<file path="config.mk">
export PLATFORM = sky130hd
export DESIGN_NAME = rly_channel
export DESIGN_NICKNAME = d
export VERILOG_FILES = /design/src/include/rly_pkg.sv /design/src/core/rly_channel.sv
export SDC_FILE = /design/constraint.sdc
export NUM_CORES = 1
export LEC_CHECK = 0
export CAP_MARGIN = 20
export CORE_UTILIZATION = 40
export CTS_BUF_LIST = sky130_fd_sc_hd__clkbuf_8
export DETAILED_ROUTE_END_ITERATION = 7
export DONT_BUFFER_PORTS = 1
export PLACE_DENSITY_LB_ADDON = 0.12
export SLEW_MARGIN = 25
export SYNTH_ARGS = -nofsm -noshare
export SYNTH_HDL_FRONTEND = slang
export SYNTH_SLANG_ARGS = --single-unit
</file>
<file path="constraint.sdc">
create_clock -name clk -period 2.8 [get_ports clk]
set_clock_uncertainty 0.15 [all_clocks]
set_input_delay 0.42 -clock clk [delete_from_list [all_inputs] [get_ports clk]]
set_output_delay 0.42 -clock clk [all_outputs]
set_load 0.005 [all_outputs]
</file>
<file path="src/include/rly_pkg.sv">
// Constants and types for one binary output relay channel.
// Assumes a 40 MHz clock and settings held stable by the parameter store.
// Contract
// - The selected signals are ORed and the OR result may be inverted, inversion off by default.
// - Each selected signal may be inverted before the OR, inversion off by default.
// - With all input inversions and the collective inversion on, the channel acts as an AND.
// - After any relay change the new state is held at least the hold time, 0 to 300 s, default 0; the free-running tick can cut the first 10 ms step short.
// - With latching on, a picked-up relay stays picked up after its drive goes; default on.
// - The channel's own acknowledge clears the latch and acts only while latching is on.
// - Working-current or closed-circuit principle is selectable, working-current by default.
// - A latched relay releases only on an acknowledge, even if latching is later turned off.
// - The hold time applies to both pick-up and release.
package rly_pkg;
	localparam int NUM_IN = 7;
	localparam int CLK_HZ = 40_000_000;
	// Times count in 10 ms steps; a coarse tick keeps the timers at 15 bits
	localparam int TICK_MS = 10;
	localparam int TICK_CYC = CLK_HZ / 1000 * TICK_MS;
	localparam int TIME_MAX_CS = 30000;
	localparam int TIME_W = 15;
	localparam int PRE_W = 19;
	localparam logic [TIME_W-1:0] TIME_DEF = 15'h0000;
	localparam logic [PRE_W-1:0] PRE_LAST = PRE_W'(TICK_CYC - 1);

	typedef enum logic {
		RLY_WORKING,
		RLY_CLOSED
	} rly_mode_e;

	typedef struct packed {
		logic [NUM_IN-1:0] sel;
		logic [NUM_IN-1:0] inv;
		logic inv_all;
		logic latch_en;
		rly_mode_e mode;
		logic [TIME_W-1:0] t_hold;
		logic [TIME_W-1:0] t_off;
	} rly_cfg_s;

	localparam rly_cfg_s CFG_DEF = '{
		sel: 7'h01, inv: 7'h00, inv_all: 1'b0, latch_en: 1'b1,
		mode: RLY_WORKING, t_hold: TIME_DEF, t_off: TIME_DEF
	};
endpackage

</file>
<file path="src/core/rly_channel.sv">
// One relay output channel: signal combination, off delay, latch, hold time, principle.
// Assumes sig_in and ack come from logic on clk; times in 10 ms units, capped at 300 s.
`timescale 1ns/10ps
module rly_channel (
	input wire logic clk,
	input wire logic rst,
	input wire rly_pkg::rly_cfg_s cfg,
	input wire logic [rly_pkg::NUM_IN-1:0] sig_in,
	input wire logic ack,
	output logic coil_reg,
	output logic state_reg,
	output logic latched_reg
);
	typedef enum {ST_REL, ST_PICK} rly_st_e;

	function automatic logic [rly_pkg::TIME_W-1:0] clamp_t(input logic [rly_pkg::TIME_W-1:0] t);
		clamp_t = (t > rly_pkg::TIME_W'(rly_pkg::TIME_MAX_CS))
			? rly_pkg::TIME_W'(rly_pkg::TIME_MAX_CS) : t;
	endfunction

	// Shared by hold and off timers; stops at zero so an idle timer never wraps
	function automatic logic [rly_pkg::TIME_W-1:0] dec_t(input logic [rly_pkg::TIME_W-1:0] t,
		input logic step);
		dec_t = (step && (t != '0)) ? (t - 1'b1) : t;
	endfunction

	// Loop form of the combination, kept apart from the gate form it checks
	function automatic logic or_ref(input logic [rly_pkg::NUM_IN-1:0] s,
		input logic [rly_pkg::NUM_IN-1:0] iv, input logic [rly_pkg::NUM_IN-1:0] sl);
		or_ref = 1'b0;
		for (int i = 0; i < rly_pkg::NUM_IN; i++) begin
			if (sl[i] && (s[i] != iv[i])) or_ref = 1'b1;
		end
	endfunction

	rly_st_e st_reg, st_next;
	logic [rly_pkg::PRE_W-1:0] pre_reg;
	logic [rly_pkg::TIME_W-1:0] hold_reg, hold_next;
	logic [rly_pkg::TIME_W-1:0] off_reg, off_next;
	logic latched_next;

	wire logic [rly_pkg::NUM_IN-1:0] eff_in = (sig_in ^ cfg.inv) & cfg.sel;
	wire logic comb = (|eff_in) ^ cfg.inv_all;
	wire logic tick = (pre_reg == rly_pkg::PRE_LAST);
	wire logic hold_busy = (hold_reg != '0);
	// Off delay runs while combined signal is low; high reloads it
	wire logic drive = comb || (off_reg != '0);
	// Ack is ignored unless latching is on; an existing latch still needs it
	wire logic ack_eff = ack && cfg.latch_en;
	wire logic want = drive || (latched_reg && !ack_eff);
	wire logic change = !hold_busy && (want != (st_reg == ST_PICK));

	always_ff @(posedge clk) begin
		if (rst || tick) pre_reg <= '0;
		else pre_reg <= pre_reg + 1'b1;
	end

	always_comb begin
		off_next = off_reg;
		if (comb) off_next = clamp_t(cfg.t_off);
		else off_next = dec_t(off_reg, tick);
		st_next = st_reg;
		// A change is only taken once the hold timer is idle
		case (st_reg)
			ST_REL: if (change) st_next = ST_PICK;
			ST_PICK: if (change) st_next = ST_REL;
			default: st_next = ST_REL;
		endcase
		hold_next = hold_reg;
		if (change) hold_next = clamp_t(cfg.t_hold);
		else hold_next = dec_t(hold_reg, tick);
		latched_next = latched_reg;
		if (ack_eff) latched_next = 1'b0;
		if (st_next == ST_PICK && cfg.latch_en) latched_next = 1'b1;
	end

	always_ff @(posedge clk) begin
		if (rst) begin
			st_reg <= ST_REL;
			hold_reg <= '0;
			off_reg <= '0;
			latched_reg <= 1'b0;
		end else begin
			st_reg <= st_next;
			hold_reg <= hold_next;
			off_reg <= off_next;
			latched_reg <= latched_next;
		end
	end

	// Closed-circuit energises the coil while released, so a broken wire reads as pickup
	always_ff @(posedge clk) begin
		if (rst) begin
			state_reg <= 1'b0;
			coil_reg <= 1'b0;
		end else begin
			state_reg <= (st_next == ST_PICK);
			coil_reg <= (st_next == ST_PICK) ^ (cfg.mode == rly_pkg::RLY_CLOSED);
		end
	end

	property p_hold;
		@(posedge clk) disable iff (rst)
		(st_reg != $past(st_reg)) |-> (hold_reg == clamp_t(cfg.t_hold));
	endproperty
	a_hold: assert property (p_hold) else $error("hold not loaded on change");

	property p_hold_block;
		@(posedge clk) disable iff (rst)
		hold_busy |=> (st_reg == $past(st_reg));
	endproperty
	a_hold_block: assert property (p_hold_block) else $error("state changed in hold");

	property p_or;
		@(posedge clk) disable iff (rst)
		(!hold_busy && comb && st_reg == ST_REL) |=> (st_reg == ST_PICK);
	endproperty
	a_or: assert property (p_or) else $error("combined signal did not pick up");

	property p_inv;
		@(posedge clk) disable iff (rst)
		(cfg.sel != '0) |-> (comb == (or_ref(sig_in, cfg.inv, cfg.sel) != cfg.inv_all));
	endproperty
	a_inv: assert property (p_inv) else $error("inversion wrong");

	property p_and;
		@(posedge clk) disable iff (rst)
		(cfg.inv_all && ((cfg.inv & cfg.sel) == cfg.sel))
			|-> (comb == ((sig_in & cfg.sel) == cfg.sel));
	endproperty
	a_and: assert property (p_and) else $error("and form wrong");

	property p_latch;
		@(posedge clk) disable iff (rst)
		(latched_reg && !ack_eff) |=> (latched_reg && st_reg == ST_PICK);
	endproperty
	a_latch: assert property (p_latch) else $error("latch dropped without ack");

	property p_ack_gate;
		@(posedge clk) disable iff (rst)
		(latched_reg && !cfg.latch_en) |=> latched_reg;
	endproperty
	a_ack_gate: assert property (p_ack_gate) else $error("ack acted with latch off");

	property p_mode;
		@(posedge clk) disable iff (rst)
		1'b1 |=> (coil_reg == (state_reg ^ ($past(cfg.mode) == rly_pkg::RLY_CLOSED)));
	endproperty
	a_mode: assert property (p_mode) else $error("coil principle wrong");

	property p_off;
		@(posedge clk) disable iff (rst)
		(comb && cfg.t_off != '0) |=> (off_reg != '0);
	endproperty
	a_off: assert property (p_off) else $error("off delay not armed");

	property p_rel;
		@(posedge clk) disable iff (rst)
		(st_reg == ST_PICK && !hold_busy && !want) |=> (st_reg == ST_REL);
	endproperty
	a_rel: assert property (p_rel) else $error("release not taken after hold");

	property p_off_keep;
		@(posedge clk) disable iff (rst)
		(!comb && off_reg != '0 && st_reg == ST_PICK) |=> (st_reg == ST_PICK);
	endproperty
	a_off_keep: assert property (p_off_keep) else $error("released inside off delay");

	property p_off_count;
		@(posedge clk) disable iff (rst)
		!comb |=> (off_reg <= $past(off_reg));
	endproperty
	a_off_count: assert property (p_off_count) else $error("off delay grew while low");

	// Hold may only be reloaded by a change, never stretched in between
	property p_hold_count;
		@(posedge clk) disable iff (rst)
		!change |=> (hold_reg <= $past(hold_reg));
	endproperty
	a_hold_count: assert property (p_hold_count) else $error("hold grew without change");

	property p_tick_step;
		@(posedge clk) disable iff (rst)
		(hold_busy && !tick) |=> (hold_reg == $past(hold_reg));
	endproperty
	a_tick_step: assert property (p_tick_step) else $error("hold moved off tick");

	property p_latch_set;
		@(posedge clk) disable iff (rst)
		(cfg.latch_en && comb && !hold_busy && st_reg == ST_REL) |=> latched_reg;
	endproperty
	a_latch_set: assert property (p_latch_set) else $error("pickup did not latch");

	property p_no_latch;
		@(posedge clk) disable iff (rst)
		(!cfg.latch_en && !latched_reg) |=> !latched_reg;
	endproperty
	a_no_latch: assert property (p_no_latch) else $error("latched with latching off");

	// Ack with nothing driving must drop both the latch and the relay
	property p_ack_clear;
		@(posedge clk) disable iff (rst)
		(latched_reg && ack_eff && !hold_busy && !drive) |=> (!latched_reg && st_reg == ST_REL);
	endproperty
	a_ack_clear: assert property (p_ack_clear) else $error("ack did not clear latch");

	property p_range;
		@(posedge clk) disable iff (rst)
		(hold_reg <= rly_pkg::TIME_W'(rly_pkg::TIME_MAX_CS))
			&& (off_reg <= rly_pkg::TIME_W'(rly_pkg::TIME_MAX_CS));
	endproperty
	a_range: assert property (p_range) else $error("timer above range");

	// The prescaler must wrap at the tick count or every time base stretches
	property p_pre;
		@(posedge clk) disable iff (rst)
		pre_reg <= rly_pkg::PRE_LAST;
	endproperty
	a_pre: assert property (p_pre) else $error("prescaler overran");

	// Only the working principle is checked here; closed-circuit is covered by a_mode
	property p_work_rest;
		@(posedge clk) disable iff (rst)
		($stable(cfg.mode) && cfg.mode == rly_pkg::RLY_WORKING && !state_reg) |-> !coil_reg;
	endproperty
	a_work_rest: assert property (p_work_rest) else $error("coil on while released");
endmodule // rly_channel

</file>
==> summary.md <==
| Metric | Value |
|---|---|
| Register share of total power | 45.1% |
| DRC violations left | 0 |
| Cell count after placement | 535 |
| Chip width | 97.1 um |
| Most common cell after layout, fill and taps aside | dfxtp_1 |
| TritonCTS clock tree | done |
| Flip-flop count of the largest register after layout | 32 |
| Clk buf depth | 2 |
| Most used cell, CP | mux2i_1 |
| GRT busiest layer | met2 |
| Synthesized area | approximately 3600 sq um |
| Post-synthesis to final-layout area growth | 12.9% |
| Number of search-and-repair iterations in the first detailed-routing pass | 5 |
| CP max stage delay | about 0.56 ns |
| Flip-flop and latch count after synthesis | 84 |
| Highest ir drop seen on vdd | between 0.3 and 0.4 mV |
| Insertion delay to the later sink of the worst-skew pair | approximately 0.35 ns |
| Layout cells sized above 1 | 7.21% |
| Final cell count without fillers | 552 |
| Minimum clock period after layout | 2.60 ns |
| Detailed-route wire length per cell | 13.2 um |
| Share of flip-flops with an asynchronous set or reset after synthesis | 0% |
| Worst setup timing slack at the placement stage | between 0.2 and 0.25 ns |
| Final worst slack | 0.203 ns |
| Total power divided by cell area | 790 nW/um^2 |
| Initial Util | roughly 41% |
| RSZ-0062 raised after global routing | false |
| Max cap viols | 0 |
| Final wirelength | 7310 um |
| Syn_area_per_cell | 9.05 sq um |
| Met2 Track Usage GR | a little over a quarter |
| Critical path startpoint category | flip-flop |
| Highest Clock Rate | 385 MHz |
| Total GRT Usage | 15.9% |
| Category of the critical setup timing path | reg2reg |
| Via count of the routed design | approximately 2900 |
| Die Span Y | 97.1 um |
| Buffers added on ports | 0 |
| Depth of the CTS H-tree | 3 |
| Synth cell types | 49 |
| Total number of yosys warnings | 0 |
| Post-detailed-route count of antenna-violating nets | 0 |
| Placed wire-length estimate | 5390 um |
| Buffer cell driving the clock tree root | clkbuf_8 |
| Initial antenna violation count | 0 |
| Global-route wire length before repair | around 12000 um |
| Max Fanout on Critical Path | 19 |
| Data arrival at the endpoint of the critical path | approximately 2.7 ns |
| Power spent charging and discharging nets | 1.10 mW |
| Cts bufs inserted | 9 |
| N_diodes | 0 |
| I/O pins | 60 |
| Worst-path clk slew | 0.09 ns |
| Cells resized by post-CTS repair | 0 |
| Final setup viols | 0 |
| Overall Power | 3.23 mW |
| Pin count of the biggest net entering global routing | 32 |
| Pins Over Slew Limit | 0 |
| Total die area | approximately 9400 sq um |
| Num Clock Sinks | 84 |
| Area of the core | a little under 9000 sq um |
| Buffers & Inverters on Critical Path | 1 |
| Setup Total Neg Slack | 0 ns |
| Worst hold path class | in2reg |
| Worst EP required | 2.93 ns |
| Sequential element share of the synthesized area | roughly 46% |
| Via count of the first global-routing pass | 2584 |
| Number of flops mapped to enable cells by yosys | 0 |
| Most instantiated flip-flop cell in the synthesis netlist | dfxtp_1 |
| Total number of nets in the final design | 500 |
| Clock share of power | 24.5% |
| Part of the total power dissipated in combinational logic | a little under a third |
| Outcome | complete, no violations |
| Hold violation count in the final report | 0 |
| DR vias/cell | ~5.2 |
| Met3 layer usage reported by global route | 4.75% |
| Filler instances | 869 |
| Top Family by Delay on Critical Path | simple AND/OR/NAND/NOR gates |
| Final weighted congestion in routability-driven placement | 0.866 |
| Cell-internal power | 2.13 mW |
| CP Cell Sequence | or4_4 > nand2b_4 > nor4_1 > mux2i_1 > mux2i_1 > buf_4 > or3_1 > a31oi_1 |
| Crit path capture type | flip-flop |
| Row cnt | 34 |
| First DRT Iteration DRCs | 113 |
| Final cycle utilization of the critical path | between 90% and 100% |
| Static leakage | 1.55 nW |
| Met1 track demand over resource in global routing | around 20% |
| Synth Instances | 400 |
| Commonest cells after routing, fill and taps aside | 84 x dfxtp_1, 43 x nor2_1, 31 x xor2_1, 31 x conb_1, 27 x nand3_1 |
| Crit path max-delay cell type | or4_4 |
| Total overflow reported by the global router | 0 |
| Sw frac | 33.9% |
==> worst reg2reg max path: cells and delay by family, from the launching register on <==
family,cells,cell delay [ns]
AND/OR/NAND/NOR,4,1.36
flip-flops,1,0.35
multiplexers,2,0.31
buffers and inverters,1,0.22
AO/OA/AOI/OAI,1,0.12
==> cell families after synthesis <==
group	count (synthesis)	share of synthesized area, %
AO/OA/AOI/OAI	61	10.7
flip-flops	84	46.4
other	1	0.104
XOR/XNOR	50	12.1
adder cells (fa/ha/maj)	4	1.38
multiplexers	2	0.553
AND/OR/NAND/NOR	177	26.2
buffers and inverters	21	2.49
==> through the flow <==
stage          hold WS, ns  utilization [%]  area [sq um]
3_3_place_gp         0.318             44.3          3880
5_1_grt             0.0392             46.6          4090
4_1_cts             0.0399             46.6          4090
2_1_floorplan        0.288                -          3730
3_5_place_dp         0.325             44.3          3880
6_report            0.0593             46.6          4090
==> cell type report <==
| class | count | area, sq um | share of cell area (%) |
|---|---|---|---|
| multi-input cells | 325 | 1960 | 48.0 |
| flip-flops and latches | 84 | 1680 | 41.1 |
| clock buffers | 10 | 138 | 3.37 |
| well taps | 108 | 135 | 3.31 |
| repair buffers | 11 | 95.1 | 2.33 |
| clock inverters | 6 | 46.3 | 1.13 |
| inverters | 8 | 30.0 | 0.735 |
==> synthesized netlist by cell type, types with 2 or more instances <==
library cell / number / area [sq um]
nand4_1: 11 / 68.8
nand2_1: 24 / 90.1
nor3b_1: 5 / 37.5
mux2i_1: 2 / 20.0
inv_1: 8 / 30.0
a221oi_1: 2 / 17.5
and3b_1: 2 / 17.5
a21oi_1: 23 / 115
ha_1: 4 / 50.1
a211oi_1: 12 / 90.1
and4_1: 4 / 35.0
xnor2_1: 19 / 166
nor4b_1: 3 / 26.3
xor2_1: 31 / 272
nor2_1: 43 / 161
a21o_1: 3 / 22.5
nor3_1: 9 / 45.0
or4_1: 2 / 15.0
nor4_1: 23 / 144
clkbuf_1: 10 / 37.5
nand2b_1: 2 / 12.5
a31oi_1: 3 / 18.8
nor2b_1: 2 / 12.5
dfxtp_1: 84 / 1680
a22oi_1: 2 / 15.0
or3_1: 9 / 56.3
nand3_1: 27 / 135
o21ai_0: 7 / 35.0
and3_1: 4 / 25.0
==> power by group through the flow <==
stage / Sequential, mW / Combinational (mW) / Clock [mW]
final: 1.46 / 0.980 / 0.793
after CTS: 1.46 / 0.982 / 0.829
after detailed placement: 1.49 / 0.962 / 0
after floorplan: 1.46 / 0.801 / 0
after global routing: 1.48 / 1.10 / 0.879
after global placement: 1.48 / 0.966 / 0
==> routing by layer <==
metal	wire [um]	part of all wire [%]	up-vias
li1	-	-	1485
met1	3350	46	1330
met2	3490	48	73
met3	428	5.9	5
met4	46	0.63	0
met5	0	0	-
==> final timing paths <==
path	startpoint	endpoint	slack, ns	cells after the start
setup / recovery	off_reg[4]	hold_reg[0]	0.20	8
hold reg to reg	pre_reg[0]	pre_reg[0]	0.35	1
hold / removal	cfg[27]	hold_reg[12]	0.06	2
setup reg to reg	off_reg[4]	hold_reg[0]	0.20	8
==> repair_timing <==
item	CTS	global route
hold endpoints to repair	31	0
setup endpoints to repair	0	0
setup buffers	0	0
hold buffers	1	0
Power figures use the tool's default switching activity.
